==> config.mk <==
export PLATFORM = sky130hd
export DESIGN_NAME = rgb_insert_ctrl
export DESIGN_NICKNAME = d
export VERILOG_FILES = /design/src/verilog/rgb_insert_pkg.sv /design/src/verilog/rgb_insert_ctrl.sv
export SDC_FILE = /design/constraint.sdc
export NUM_CORES = 1
export LEC_CHECK = 0
export BUFFER_PORTS_ARGS = -buffer_cell sky130_fd_sc_hd__buf_2
export CAP_MARGIN = 5
export CORE_ASPECT_RATIO = 0.75
export CORE_MARGIN = 4
export CORE_UTILIZATION = 50
export CTS_BUF_LIST = sky130_fd_sc_hd__clkbuf_8 sky130_fd_sc_hd__clkbuf_16
export CTS_CLUSTER_SIZE = 20
export DETAILED_ROUTE_END_ITERATION = 7
export PLACE_DENSITY = 0.71
export SYNTH_ARGS = -nofsm -noshare
export SYNTH_HDL_FRONTEND = slang
export SYNTH_SLANG_ARGS = --single-unit
export TNS_END_PERCENT = 50
==> constraint.sdc <==
create_clock -name mclk_in -period 1.6 [get_ports mclk_in]
set_input_delay 0.08 -clock mclk_in [delete_from_list [all_inputs] [get_ports mclk_in]]
set_output_delay 0.08 -clock mclk_in [all_outputs]
set_load 0.05 [all_outputs]
==> src/verilog/rgb_insert_pkg.sv <==
// package: constants, register map and carrier types for the rgb insertion port control
// ----------------------------------------------------------------------------
// ----------------------------------------------------------------------------
package rgb_insert_pkg;

  localparam int ADDR_W  = 4;
  localparam int DATA_W  = 8;
  localparam int PORT_W  = 7;
  localparam int LEVEL_W = 8;

  localparam logic [ADDR_W-1:0] ADDR_KEY_CTRL  = 4'h0;
  localparam logic [ADDR_W-1:0] ADDR_MONITOR   = 4'h1;
  localparam logic [ADDR_W-1:0] ADDR_HC_CTRL   = 4'h2;
  localparam logic [ADDR_W-1:0] ADDR_PORT_OUT  = 4'h3;
  localparam logic [ADDR_W-1:0] ADDR_PORT_DIR  = 4'h4;
  localparam logic [ADDR_W-1:0] ADDR_PORT_PIN  = 4'h5;
  localparam logic [ADDR_W-1:0] ADDR_PIN_MUX   = 4'h6;
  localparam logic [ADDR_W-1:0] ADDR_EXT_BRT_A = 4'h7;
  localparam logic [ADDR_W-1:0] ADDR_EXT_CON_A = 4'h8;
  localparam logic [ADDR_W-1:0] ADDR_EXT_BRT_B = 4'h9;
  localparam logic [ADDR_W-1:0] ADDR_EXT_CON_B = 4'hA;

  // key control bit positions
  localparam int KC_POL   = 0;
  localparam int KC_PREF  = 1;
  localparam int KC_FOH_A = 2;
  localparam int KC_FOH_B = 3;
  localparam int KC_FOL_A = 4;
  localparam int KC_FOL_B = 5;
  localparam int KC_MON_B = 6;
  // half contrast control: force, polarity, reduction code
  localparam int HC_FORCE = 0;
  localparam int HC_POL   = 1;
  localparam int HC_RED_L = 2;
  localparam int HC_RED_W = 2;
  // pin mux bits
  localparam int MX_HC    = 0;
  localparam int MX_FSY   = 1;
  localparam int MX_COLOR = 2;
  // monitor status bits
  localparam int MON_STATIC  = 0;
  localparam int MON_DYNAMIC = 1;

  localparam logic [DATA_W-1:0] RST_KEY_CTRL = 8'h00;
  localparam logic [DATA_W-1:0] RST_HC_CTRL  = 8'h00;
  localparam logic [PORT_W-1:0] RST_PORT_DIR = 7'h00;
  localparam logic [DATA_W-1:0] RST_PIN_MUX  = 8'h04;
  localparam logic [LEVEL_W-1:0] RST_BRT     = 8'h00;
  localparam logic [LEVEL_W-1:0] RST_CON     = 8'h80;
  localparam logic [DATA_W-1:0] UNMAPPED     = 8'h00;

  // reduction in quarters of full scale: 25, 50, 75, 75 percent
  localparam logic [1:0] GAIN_75 = 2'h3;
  localparam logic [1:0] GAIN_25 = 2'h1;

  typedef enum logic [1:0] {SRC_VIDEO, SRC_EXT_A, SRC_EXT_B} source_t;

  typedef struct packed {
    logic [ADDR_W-1:0] addr;
    logic [DATA_W-1:0] wdata;
    logic              wr;
    logic              rd;
  } reg_req_t;

  typedef struct packed {
    logic [LEVEL_W-1:0] bright;
    logic [LEVEL_W-1:0] contrast;
  } ext_level_t;

  typedef struct packed {
    source_t            source;
    logic               ext_priority;
    logic               clamp_a;
    logic               clamp_b;
    logic               half_contrast;
    logic [1:0]         video_gain_q;
    ext_level_t         level_a;
    ext_level_t         level_b;
  } insert_ctl_t;

endpackage

==> src/verilog/rgb_insert_ctrl.sv <==
// rgb insertion source selection, blank monitor, half contrast and port expander
`timescale 1ns/10ps
module rgb_insert_ctrl
  import rgb_insert_pkg::*;
#(
  parameter int SYNC_STAGES = 3
) (
  input  wire logic              mclk_in,
  input  wire logic              srst_in,
  input  wire reg_req_t          req_in,
  output logic [DATA_W-1:0]      rdata_out,
  input  wire logic              blank_key_in_a,
  input  wire logic              blank_key_in_b,
  input  wire logic              clamp_pulse_in,
  input  wire logic              front_sync_in,
  input  wire logic [PORT_W-1:0] port_pin_in,
  output logic [PORT_W-1:0]      port_pin_out,
  output logic [PORT_W-1:0]      port_pin_oe_out,
  output logic [4:0]             color_bus_out,
  output insert_ctl_t            ctl_out
);

  // --------------------------------------------------------------------------
  // state
  // --------------------------------------------------------------------------
  typedef struct packed {
    logic [SYNC_STAGES-1:0]        sync_a;
    logic [SYNC_STAGES-1:0]        sync_b;
    logic [SYNC_STAGES-1:0]        sync_hc;
    logic [PORT_W*SYNC_STAGES-1:0] sync_pin;
    logic               key_a;
    logic               key_b;
    logic               hc_key;
    logic [PORT_W-1:0]  pin_now;
    logic               mon_prev;
    logic               mon_dyn;
    logic [DATA_W-1:0]  key_ctrl;
    logic [DATA_W-1:0]  hc_ctrl;
    logic [PORT_W-1:0]  port_out;
    logic [PORT_W-1:0]  port_dir;
    logic [DATA_W-1:0]  pin_mux;
    ext_level_t         lev_a;
    ext_level_t         lev_b;
    logic [DATA_W-1:0]  rdata;
    insert_ctl_t        ctl;
  } state_t;

  state_t st;
  state_t next_st;

  // --------------------------------------------------------------------------
  // source decode, used by selection logic
  // --------------------------------------------------------------------------
  function automatic source_t pick_source(input logic a, input logic b,
                                          input logic pol, input logic pref);
    logic [1:0] k;
    k = {a, b};
    if (!pol) begin
      unique case (k)
        2'h0: pick_source = SRC_VIDEO;
        2'h1: pick_source = SRC_EXT_B;
        2'h2: pick_source = SRC_EXT_A;
        default: pick_source = pref ? SRC_EXT_B : SRC_EXT_A;
      endcase
    end else begin
      unique case (k)
        2'h0: pick_source = pref ? SRC_EXT_B : SRC_EXT_A;
        2'h1: pick_source = SRC_EXT_A;
        2'h2: pick_source = SRC_EXT_B;
        default: pick_source = SRC_VIDEO;
      endcase
    end
  endfunction

  // accept a change only when the second and third stages agree
  function automatic logic settle(input logic [SYNC_STAGES-1:0] s, input logic held);
    settle = (s[SYNC_STAGES-2] == s[SYNC_STAGES-1]) ? s[SYNC_STAGES-1] : held;
  endfunction

  // --------------------------------------------------------------------------
  // next state
  // --------------------------------------------------------------------------
  always_comb begin
    logic eff_a;
    logic eff_b;
    logic mon;
    logic hc_on;
    logic [1:0] red;
    logic [PORT_W-1:0] pin_rd;
    eff_a   = 1'b0;
    eff_b   = 1'b0;
    mon     = 1'b0;
    hc_on   = 1'b0;
    red     = 2'h0;
    pin_rd  = '0;
    next_st = st;

    // pin synchronisers
    next_st.sync_a  = {st.sync_a[SYNC_STAGES-2:0], blank_key_in_a};
    next_st.sync_b  = {st.sync_b[SYNC_STAGES-2:0], blank_key_in_b};
    next_st.sync_hc = {st.sync_hc[SYNC_STAGES-2:0], port_pin_in[0]};
    next_st.key_a   = settle(st.sync_a, st.key_a);
    next_st.key_b   = settle(st.sync_b, st.key_b);
    next_st.hc_key  = settle(st.sync_hc, st.hc_key);
    for (int i = 0; i < PORT_W; i++) begin
      next_st.sync_pin[i*SYNC_STAGES +: SYNC_STAGES] =
        {st.sync_pin[i*SYNC_STAGES +: SYNC_STAGES-1], port_pin_in[i]};
      next_st.pin_now[i] = settle(st.sync_pin[i*SYNC_STAGES +: SYNC_STAGES], st.pin_now[i]);
    end

    // blank monitor
    mon = st.key_ctrl[KC_MON_B] ? st.key_b : st.key_a;
    next_st.mon_prev = mon;

    // forces override the settled key levels
    eff_a = (st.key_a | st.key_ctrl[KC_FOH_A]) & ~st.key_ctrl[KC_FOL_A];
    eff_b = (st.key_b | st.key_ctrl[KC_FOH_B]) & ~st.key_ctrl[KC_FOL_B];
    next_st.ctl.source = pick_source(eff_a, eff_b, st.key_ctrl[KC_POL],
                                     st.key_ctrl[KC_PREF]);
    // external source is offered on the priority path as a bus source
    next_st.ctl.ext_priority = (next_st.ctl.source != SRC_VIDEO);
    next_st.ctl.clamp_a = clamp_pulse_in;
    next_st.ctl.clamp_b = clamp_pulse_in;
    next_st.ctl.level_a = st.lev_a;
    next_st.ctl.level_b = st.lev_b;

    // half contrast: only applied while video is the chosen source
    hc_on = st.hc_ctrl[HC_FORCE] |
            (st.pin_mux[MX_HC] & (st.hc_key ^ st.hc_ctrl[HC_POL]));
    next_st.ctl.half_contrast = hc_on & (next_st.ctl.source == SRC_VIDEO);
    red = st.hc_ctrl[HC_RED_L +: HC_RED_W];
    // reduction code 0..2 gives 25/50/75 percent, 3 clips to 75
    next_st.ctl.video_gain_q = (red == 2'h3) ? GAIN_25 : GAIN_75 - red;

    // port pin readback: settled pins, with pin 0 read as zero while it is the half contrast input
    pin_rd = st.pin_now;
    if (st.pin_mux[MX_HC]) begin
      pin_rd[0] = 1'b0;
    end

    next_st.rdata = UNMAPPED;
    if (req_in.rd) begin
      unique case (req_in.addr)
        ADDR_KEY_CTRL:  next_st.rdata = st.key_ctrl;
        ADDR_MONITOR: begin
          next_st.rdata[MON_STATIC]  = mon;
          next_st.rdata[MON_DYNAMIC] = st.mon_dyn;
        end
        ADDR_HC_CTRL:   next_st.rdata = st.hc_ctrl;
        ADDR_PORT_OUT:  next_st.rdata = {1'b0, st.port_out};
        ADDR_PORT_DIR:  next_st.rdata = {1'b0, st.port_dir};
        ADDR_PORT_PIN:  next_st.rdata = {1'b0, pin_rd};
        ADDR_PIN_MUX:   next_st.rdata = st.pin_mux;
        ADDR_EXT_BRT_A: next_st.rdata = st.lev_a.bright;
        ADDR_EXT_CON_A: next_st.rdata = st.lev_a.contrast;
        ADDR_EXT_BRT_B: next_st.rdata = st.lev_b.bright;
        ADDR_EXT_CON_B: next_st.rdata = st.lev_b.contrast;
        default:        next_st.rdata = UNMAPPED;
      endcase
    end

    // reading the monitor clears the dynamic flag; a new edge wins
    if (req_in.rd && req_in.addr == ADDR_MONITOR) begin
      next_st.mon_dyn = 1'b0;
    end
    if (st.mon_prev && !mon) begin
      next_st.mon_dyn = 1'b1;
    end

    if (req_in.wr) begin
      unique case (req_in.addr)
        ADDR_KEY_CTRL:  next_st.key_ctrl = req_in.wdata;
        ADDR_HC_CTRL:   next_st.hc_ctrl = req_in.wdata;
        ADDR_PORT_OUT: begin
          next_st.port_out[PORT_W-1:1] = req_in.wdata[PORT_W-1:1];
          if (!st.pin_mux[MX_HC]) begin
            next_st.port_out[0] = req_in.wdata[0];
          end
        end
        ADDR_PORT_DIR:  next_st.port_dir = req_in.wdata[PORT_W-1:0];
        ADDR_PIN_MUX:   next_st.pin_mux = req_in.wdata;
        ADDR_EXT_BRT_A: next_st.lev_a.bright = req_in.wdata;
        ADDR_EXT_CON_A: next_st.lev_a.contrast = req_in.wdata;
        ADDR_EXT_BRT_B: next_st.lev_b.bright = req_in.wdata;
        ADDR_EXT_CON_B: next_st.lev_b.contrast = req_in.wdata;
        default: ;
      endcase
    end

    if (srst_in) begin
      next_st          = '0;
      next_st.key_ctrl = RST_KEY_CTRL;
      next_st.hc_ctrl  = RST_HC_CTRL;
      next_st.port_dir = RST_PORT_DIR;
      next_st.pin_mux  = RST_PIN_MUX;
      next_st.lev_a    = '{bright: RST_BRT, contrast: RST_CON};
      next_st.lev_b    = '{bright: RST_BRT, contrast: RST_CON};
      next_st.ctl.level_a = '{bright: RST_BRT, contrast: RST_CON};
      next_st.ctl.level_b = '{bright: RST_BRT, contrast: RST_CON};
      next_st.ctl.video_gain_q = GAIN_75;
    end
  end

  always_ff @(posedge mclk_in) begin
    st <= next_st;
  end

  // --------------------------------------------------------------------------
  // pin drive
  // --------------------------------------------------------------------------
  always_comb begin
    port_pin_out    = st.port_out;
    port_pin_oe_out = st.port_dir;
    if (st.pin_mux[MX_HC]) begin
      port_pin_oe_out[0] = 1'b0;
    end
    if (st.pin_mux[MX_FSY]) begin
      port_pin_out[1]    = front_sync_in;
      port_pin_oe_out[1] = 1'b1;
    end
    if (st.pin_mux[MX_COLOR]) begin
      port_pin_oe_out[PORT_W-1:2] = '0;
    end
  end

  // colour bus taps the settled pins while it owns them
  assign color_bus_out = st.pin_mux[MX_COLOR] ? st.pin_now[PORT_W-1:2] : 5'h00;
  assign rdata_out     = st.rdata;
  assign ctl_out       = st.ctl;

endmodule

## Yosys cells after proc, flatten, opt, wreduce, memory -nomap -nowiden

Index checks and enable logic that the tools add are counted.

- Input bits: 27
- Latch bits: 0
- Output and inout bits: 67
- RAM bits: 0
- Bits in read-only memories: 0
- Register bits: 159
- Memories: 0

- Divide/modulo/power cells: 0
- Multiplexer cells: 16
- Shifts and indexed selects: 0
- Reductions and logical operators: 20
- Add/subtract/negate cells: 1
- Eq/ne operators: 23
- Bitwise operators: 12
- $lt $le $gt $ge: 0
- Multiply operators: 0

Operators by type and width:

| operator | number |
|---|---|
| $pmux 6 s10 | 1 |
| $pmux 2 s11 | 1 |
| $reduce_and 2->1 | 9 |
| $eq 4x3->1 const B | 4 |
| $eq 4x4->1 const B | 3 |
| $pmux 2 s3 | 2 |
| $eq 1x1->1 | 10 |
| $mux 5 | 2 |
| $eq 4x2->1 const B | 2 |
| $mux 1 | 7 |
| $mux 2 | 3 |
| $and 1x1->1 | 4 |
| $eq 2x2->1 const B | 2 |
| $eq 4x1->1 const B | 1 |
| $logic_not 2->1 | 2 |
| $logic_not 4->1 | 1 |
| $not 1->1 | 4 |
| $reduce_bool 2->1 | 2 |
| $reduce_or 2->1 | 2 |
| $or 1x1->1 | 3 |
| $reduce_and 3->1 | 1 |
| $eq 2x1->1 const B | 1 |
| $logic_and 1x1->1 | 2 |
| $sub 2x2->2 const A | 1 |
| 2 further kinds | 2 |

## Logic depth before layout (Yosys ltp)

Gate-level depths: netlist (run 1).

- Depth in word-level cells: 7
- Gate-level depth with buffers: 7
- Mapped depth without buffers: 4

## Worst setup path before layout (run 1)

No wires, ideal clock.

- Path kind: reg2out
- Start point: register st[82] in the netlist's numbering
- End point: output port_pin_oe_out[2]
- Arrival time: 1.171 ns
- Slack: 0.349 ns
- Cell stages (with the launch flop): 3
- Data required time: 1.520 ns
- Cell sequence: dfxtp_1 -> clkbuf_1 -> nor2b_1

- Cells in the longest elaborated chain, start to end: 1

Ends and longest elaborated chain:

| element | RTL line | RTL |
|---|---|---|
| start: declaration | rgb_insert_ctrl.sv:48 | `state_t st;` |
| start signal: assignment | rgb_insert_ctrl.sv:205 | `st <= next_st;` |
| $mux 5 | rgb_insert_ctrl.sv:221 | `if (st.pin_mux[MX_COLOR]) begin` |
| end: declaration | rgb_insert_ctrl.sv:18 | `output logic [PORT_W-1:0] port_pin_oe_out,` |

No other way between the ends.

## Worst setup path in the final report (run 1)

- Start point: register st[81] in the netlist's numbering
- End point: output port_pin_out[1]

- Cells in the longest elaborated chain, start to end: 1

Ends and longest elaborated chain:

| element | RTL line | RTL |
|---|---|---|
| $mux 1 | rgb_insert_ctrl.sv:217 | `if (st.pin_mux[MX_FSY]) begin` |
| end: declaration | rgb_insert_ctrl.sv:17 | `output logic [PORT_W-1:0] port_pin_out,` |

No other way between the ends.

==> results of run 1 <==
-- per-layer routing --
metal | vias to the layer above | GRT usage [%]
li1 | 2292 | -
met3 | 25 | 5.94
met1 | 2238 | 30.8
met2 | 144 | 34.6
met4 | 0 | 7.12
met5 | - | 0
-- state kept, by name (all words and copies together), names as in the netlist --
signal        count
st              102
rdata_out         8
ctl_out          39
port_pin_out      6
-- synth_stat cells (all sizes together), types with 2 or more instances --
cell,count
o21bai,2
a22oi,5
o211ai,2
and2b,4
a32o,2
or2,4
o21ai,25
and3,5
inv,5
or3,3
nand2b,2
a22o,10
o21ba,2
a41oi,2
dfxtp,155
mux2i,62
nor2,65
a211o,5
nor3,7
mux4,2
mux2,7
a21oi,31
buf,73
nand3b,5
a21o,2
nand2,30
a311o,2
and2,6
a211oi,2
nand3,14
a31oi,6
nor2b,73
clkbuf,25
-- metrics by stage --
stage	instance area, µm²	cells	utilization [%]
2_1_floorplan	6360	655	-
3_3_place_gp	6730	850	54.5
3_5_place_dp	6730	850	54.5
4_1_cts	7420	895	60.1
5_1_grt	7420	895	60.1
6_report	7420	895	60.1
-- power breakdown --
part	switching (mW)	total, mW	internal [mW]
combinational	0.344	0.541	0.198
sequential	0.0346	3.96	3.92
clock	1.69	3.79	2.10
-- area by class of cell --
cell class              instances  area [µm²]  share of cell area [%]
flip-flops and latches        155        3100                    41.8
multi-input cells             397        2610                    35.2
repair buffers                140         916                    12.3
clock buffers                  19         453                    6.11
well taps                     166         208                    2.80
clock inverters                13         109                    1.47
inverters                       5        18.8                   0.253
-- worst reg2reg max path: cells and delay by family, from the launching register on --
kind / cells / cell delay, ns
muxes: 1 / 0.29
AOI/OAI and AO/OA: 3 / 0.63
DFF: 1 / 0.35
-- worst min-delay path by stage --
stage | to | slack, ns
6_report | st[72] | 0.03
5_1_grt | st[72] | 0.02
4_1_cts | st[72] | 0.02
3_5_place_dp | st[154] | 0.29
3_3_place_gp | st[139] | 0.29
2_1_floorplan | st[55] | 0.20
-- cell families (layout without fill, tap and decap cells) --
family                 after synthesis  in the layout  synth area share [%]
multiplexers                        71             71                  11.7
AND/OR/NAND/NOR                    220            220                  18.4
AO/OA/AOI/OAI                      105            105                  10.8
XOR/XNOR                             1              1                 0.138
flip-flops                         155            155                  48.8
buffers and inverters              103            177                  10.1
-- repair_timing --
item / CTS / global route
endpoints found under the hold margin: 22 / 0
hold buffers: 13 / 0
buffers inserted: 0 / 0
==> flow_metrics.tcl, run 1 <==
set metrics [dict create \
    area_growth_pct 16.7 \
    fmax_ghz 0.684 \
    rows 35 \
    reg2reg_depth 4 \
    synth-edff-count 0 \
    pin_count 94 \
    yosysWarnings 0 \
    dp_hpwl_um 11400 \
    wl_met3_um 981 \
    drv_cap 0 \
    clk_pin_slew_ns 0.06 \
    critPathKind "reg -> out" \
    cts_tree "yes" \
    cts.sinks 155 \
    max_stage_delay_ns 0.40 \
    powerDensity_mw_per_mm2 1120 \
    path_depth 2 \
    wl_um 16100 \
    finalHoldViolCount 0 \
    dpl_worst_slack_ns -0.0531 \
    drt_iter0_markers 267 \
    yosysTopAreaCellShare_pct 48.8 \
    synth.distinct_cells 51 \
    peakVddDrop_v 0.000685 \
    core_mm2 0.0123 \
    hp-start "req_in[2]" \
    wl_met2_um 7230 \
    gp_congestion 0.909 \
    die_h_um 106 \
    drt-met1-wl_um 7550 \
    maxSlewViolCount 0 \
    critPathMaxFanout 4 \
    ant_nets 0 \
    hold_slack_ns 0.0345 \
    synth-async-reset-ratio_pct 0 \
    required_ns 1.52 \
    port_buffers 93 \
    viasPerCell 5.25 \
    setup_violations 0 \
    fin_nets 743 \
    r2r_setup_slack_ns 0.20 \
    critical_path.startpoint_type "register" \
    final.setup.worst_slack_ns 0.138 \
    ys_top_cells_by_area "dfxtp_1 49%, mux2i_1 9.8%, buf_4 7.3%" \
    cp-end-kind "output pin" \
    vias 4699 \
    grt_pass1_vias 4672 \
    ctsLongestPathBuffers 2 \
    initial_core_util_pct 51.5 \
    rsz0062_at_grt "no" \
    synth_flop_cell "dfxtp_1" \
    status "finished clean" \
    grt_pass1_wl_um 25700 \
    wl_per_cell_um 18.0 \
    finalPower_mw 8.29 \
    crit_buf_inv 1 \
    cts_buffers 17 \
    dieArea_mm2 0.0146 \
    diodes 0 \
    min_period_over_period_pct 91.4 \
    regToRegEndpoint "rdata_out[2]" \
    netlist_instances 655 \
    slowest_stage "dfxtp_1" \
    cts_resized 0 \
    syn_avg_cell_area_um2 9.70 \
    clock_skew_ns 0.00673 \
    cp-endpoint "port_pin_out[1]" \
    antenna_found_initial 0 \
    worst_slew_pin_slew_ns 0.631 \
    period_needed_ns 1.46 \
    top_layer "met4" \
    grt_overflow 0 \
    crit_chain "mux2_2 -> buf_2" \
    htreeDepth 4 \
    clkLatencyLatePin_ns 0.42 \
    worstPathArrival_ns 1.38 \
    die-width_um 138 \
    slew_headroom_pct 57.9 \
    layout_commonest_cell "dfxtp_1" \
    drc_errors 0 \
    synth_fp_nets 682 \
    rr_startpoint "st[112]" \
    layout-drive-gt1-share_pct 25.0 \
    leakagePower_nw 3.08 \
    hold_path_depth 3 \
    crit_family "flip-flops" \
    yosysTopAreaCell "dfxtp_1" \
    fill_cells 1097 \
    syn_area_mm2 0.00636 \
    setup_tns_ns 0 \
    final_cell_mix "155 x dfxtp_1, 92 x buf_2, 73 x nor2b_1, 62 x mux2i_1, 62 x nor2_1" \
    grt_max_degree 67 \
    cts_root_buf "clkbuf_16" \
    yosysSeqAreaShare_pct 48.8 \
    track_usage_pct 22.4 \
    critPathLaunch "st[81]" \
    drtPass1Iterations 5 \
    ys_ff_latch 155 \
    hold_path.class "in -> reg" \
]
Note: power is estimated with default switching activity, not from simulation.
==> run 2, diff against run 1 <==
--- a/config.mk
+++ b/config.mk
@@ -8,7 +8,7 @@
 export BUFFER_PORTS_ARGS = -buffer_cell sky130_fd_sc_hd__buf_2
 export CAP_MARGIN = 5
 export CORE_ASPECT_RATIO = 0.75
-export CORE_MARGIN = 4
+export CORE_MARGIN = 2
 export CORE_UTILIZATION = 50
 export CTS_BUF_LIST = sky130_fd_sc_hd__clkbuf_8 sky130_fd_sc_hd__clkbuf_16
 export CTS_CLUSTER_SIZE = 20
==> flow_metrics.tcl, run 2 (synthesized netlist as in run 1, its figures left out) <==
set metrics [dict create \
    status "finished clean" \
    hold_path.class "in -> reg" \
    rows 35 \
    final_cell_mix "155 x dfxtp_1, 92 x buf_2, 73 x nor2b_1, 62 x mux2i_1, 62 x nor2_1" \
    peakVddDrop_v 0.000739 \
    grt_pass1_wl_um 23800 \
    die-width_um 134 \
    powerDensity_mw_per_mm2 1150 \
    critPathKind "reg -> out" \
    pin_count 94 \
    period_needed_ns 1.45 \
    viasPerCell 5.30 \
    setup_tns_ns 0 \
    gp_congestion 0.895 \
    antenna_found_initial 0 \
    slowest_stage "dfxtp_1" \
    final_util_pct 60.6 \
    maxSlewViolCount 0 \
    rsz0062_at_grt "no" \
    core_mm2 0.0123 \
    grt_max_degree 67 \
    drc_errors 0 \
    dp_hpwl_um 11000 \
    worst_slew_pin_slew_ns 0.564 \
    drv_cap 0 \
    max_stage_delay_ns 0.41 \
    layout.cells.non_filler 896 \
    dp.cells 851 \
    leakagePower_nw 3.13 \
    clock_skew_ns 0.00845 \
    ctsLongestPathBuffers 2 \
    largest_reg_flops 102 \
    cts.sinks 155 \
    critPathMaxFanout 4 \
    port_buffers 93 \
    min_period_over_period_pct 90.8 \
    wl_um 15400 \
    worstPathArrival_ns 1.37 \
    vias 4747 \
    cts_resized 0 \
    post-cts-setup-buffer-count 0 \
    grt_pass1_vias 4502 \
    cp-end-kind "output pin" \
    setup_violations 0 \
    grt_overflow 0 \
    finalHoldViolCount 0 \
    drtPass1Iterations 6 \
    dieArea_mm2 0.0136 \
    cts_tree "yes" \
    cts_buffers 17 \
    slew_headroom_pct 62.4 \
    cts_root_buf "clkbuf_16" \
    required_ns 1.52 \
    clk_pin_slew_ns 0.07 \
    track_usage_pct 23.0 \
    clkLatencyLatePin_ns 0.41 \
    layout-drive-gt1-share_pct 25.1 \
    fin_nets 744 \
    wl_per_cell_um 17.2 \
    fmax_ghz 0.688 \
    area_growth_pct 17.7 \
    diodes 0 \
    drt_iter0_markers 295 \
    htreeDepth 4 \
    layout_commonest_cell "dfxtp_1" \
    initial_core_util_pct 51.5 \
    ant_nets 0 \
    top_register "st" \
    crit_chain "mux2_2 -> buf_2" \
    critical_path.startpoint_type "register" \
    die_h_um 102 \
]
==> run 2: cell types whose count changed in the layout (fill, tap and decap cells not counted), sizes merged <==
cell | previous run | this run
clkinv | 0 | 4
bufinv | 0 | 2
clkinvlp | 6 | 1
buf | 127 | 128
clkbuf | 19 | 18
==> run 2: path summary, 6_finish.rpt <==
kind	from	endpoint	slack, ns	depth (start not counted)
min reg2reg	st[104]	ctl_out[32]	0.43	1
max	st[81]	port_pin_out[1]	0.15	2
max reg2reg	st[114]	ctl_out[37]	0.23	4
min	req_in[0]	st[118]	0.03	4
==> run 2: report_power, final <==
group | total [mW] | switching (mW) | internal [mW]
logic | 0.540 | 0.339 | 0.201
clock network | 4.13 | 1.72 | 2.41
registers | 3.95 | 0.0334 | 3.92
total | 8.62 | 2.09 | 6.53
==> run 2: metrics by stage <==
stage | hold slack [ns] | setup slack, ns | total power, mW | area, µm²
floorplan | 0.198 | 0.349 | 4.39 | 6360
global route | 0.0215 | 0.117 | 8.89 | 7480
finish | 0.0261 | 0.147 | 8.62 | 7480
global placement | 0.287 | 0.0798 | 4.54 | 6730
detailed placement | 0.293 | 0.0654 | 4.55 | 6730
CTS | 0.00390 | 0.142 | 8.68 | 7480
==> run 2: layout make-up <==
cell class / instances / area [µm²]
Timing Repair Buffer: 141 / 923
Clock buffer: 18 / 439
Multi-Input combinational cell: 397 / 2610
Tap cell: 166 / 208
Fill cell: 1058 / 4870
Clock inverter: 14 / 176
Inverter: 5 / 18.8
Sequential cell: 155 / 3100
==> run 2: worst max-delay path, delay by kind of cell, from the launching register on <==
| family | cells | cell delay (ns) |
|---|---|---|
| buf+inv | 1 | 0.21 |
| mux | 1 | 0.35 |
| flops | 1 | 0.41 |
==> run 2: what timing repair did <==
item	4_1_cts	5_1_grt
hold buffers	13	0
endpoints found under the setup margin	0	0
endpoints found under the hold margin	23	0
==> run 2: routing by layer <==
layer  track usage, %  up-vias  wire length, µm
li1                 -     2296                -
met1             31.1     2268             7190
met2             37.0      168             7120
met3             4.75       15              896
met4             8.18        0              209
met5                0        -                0
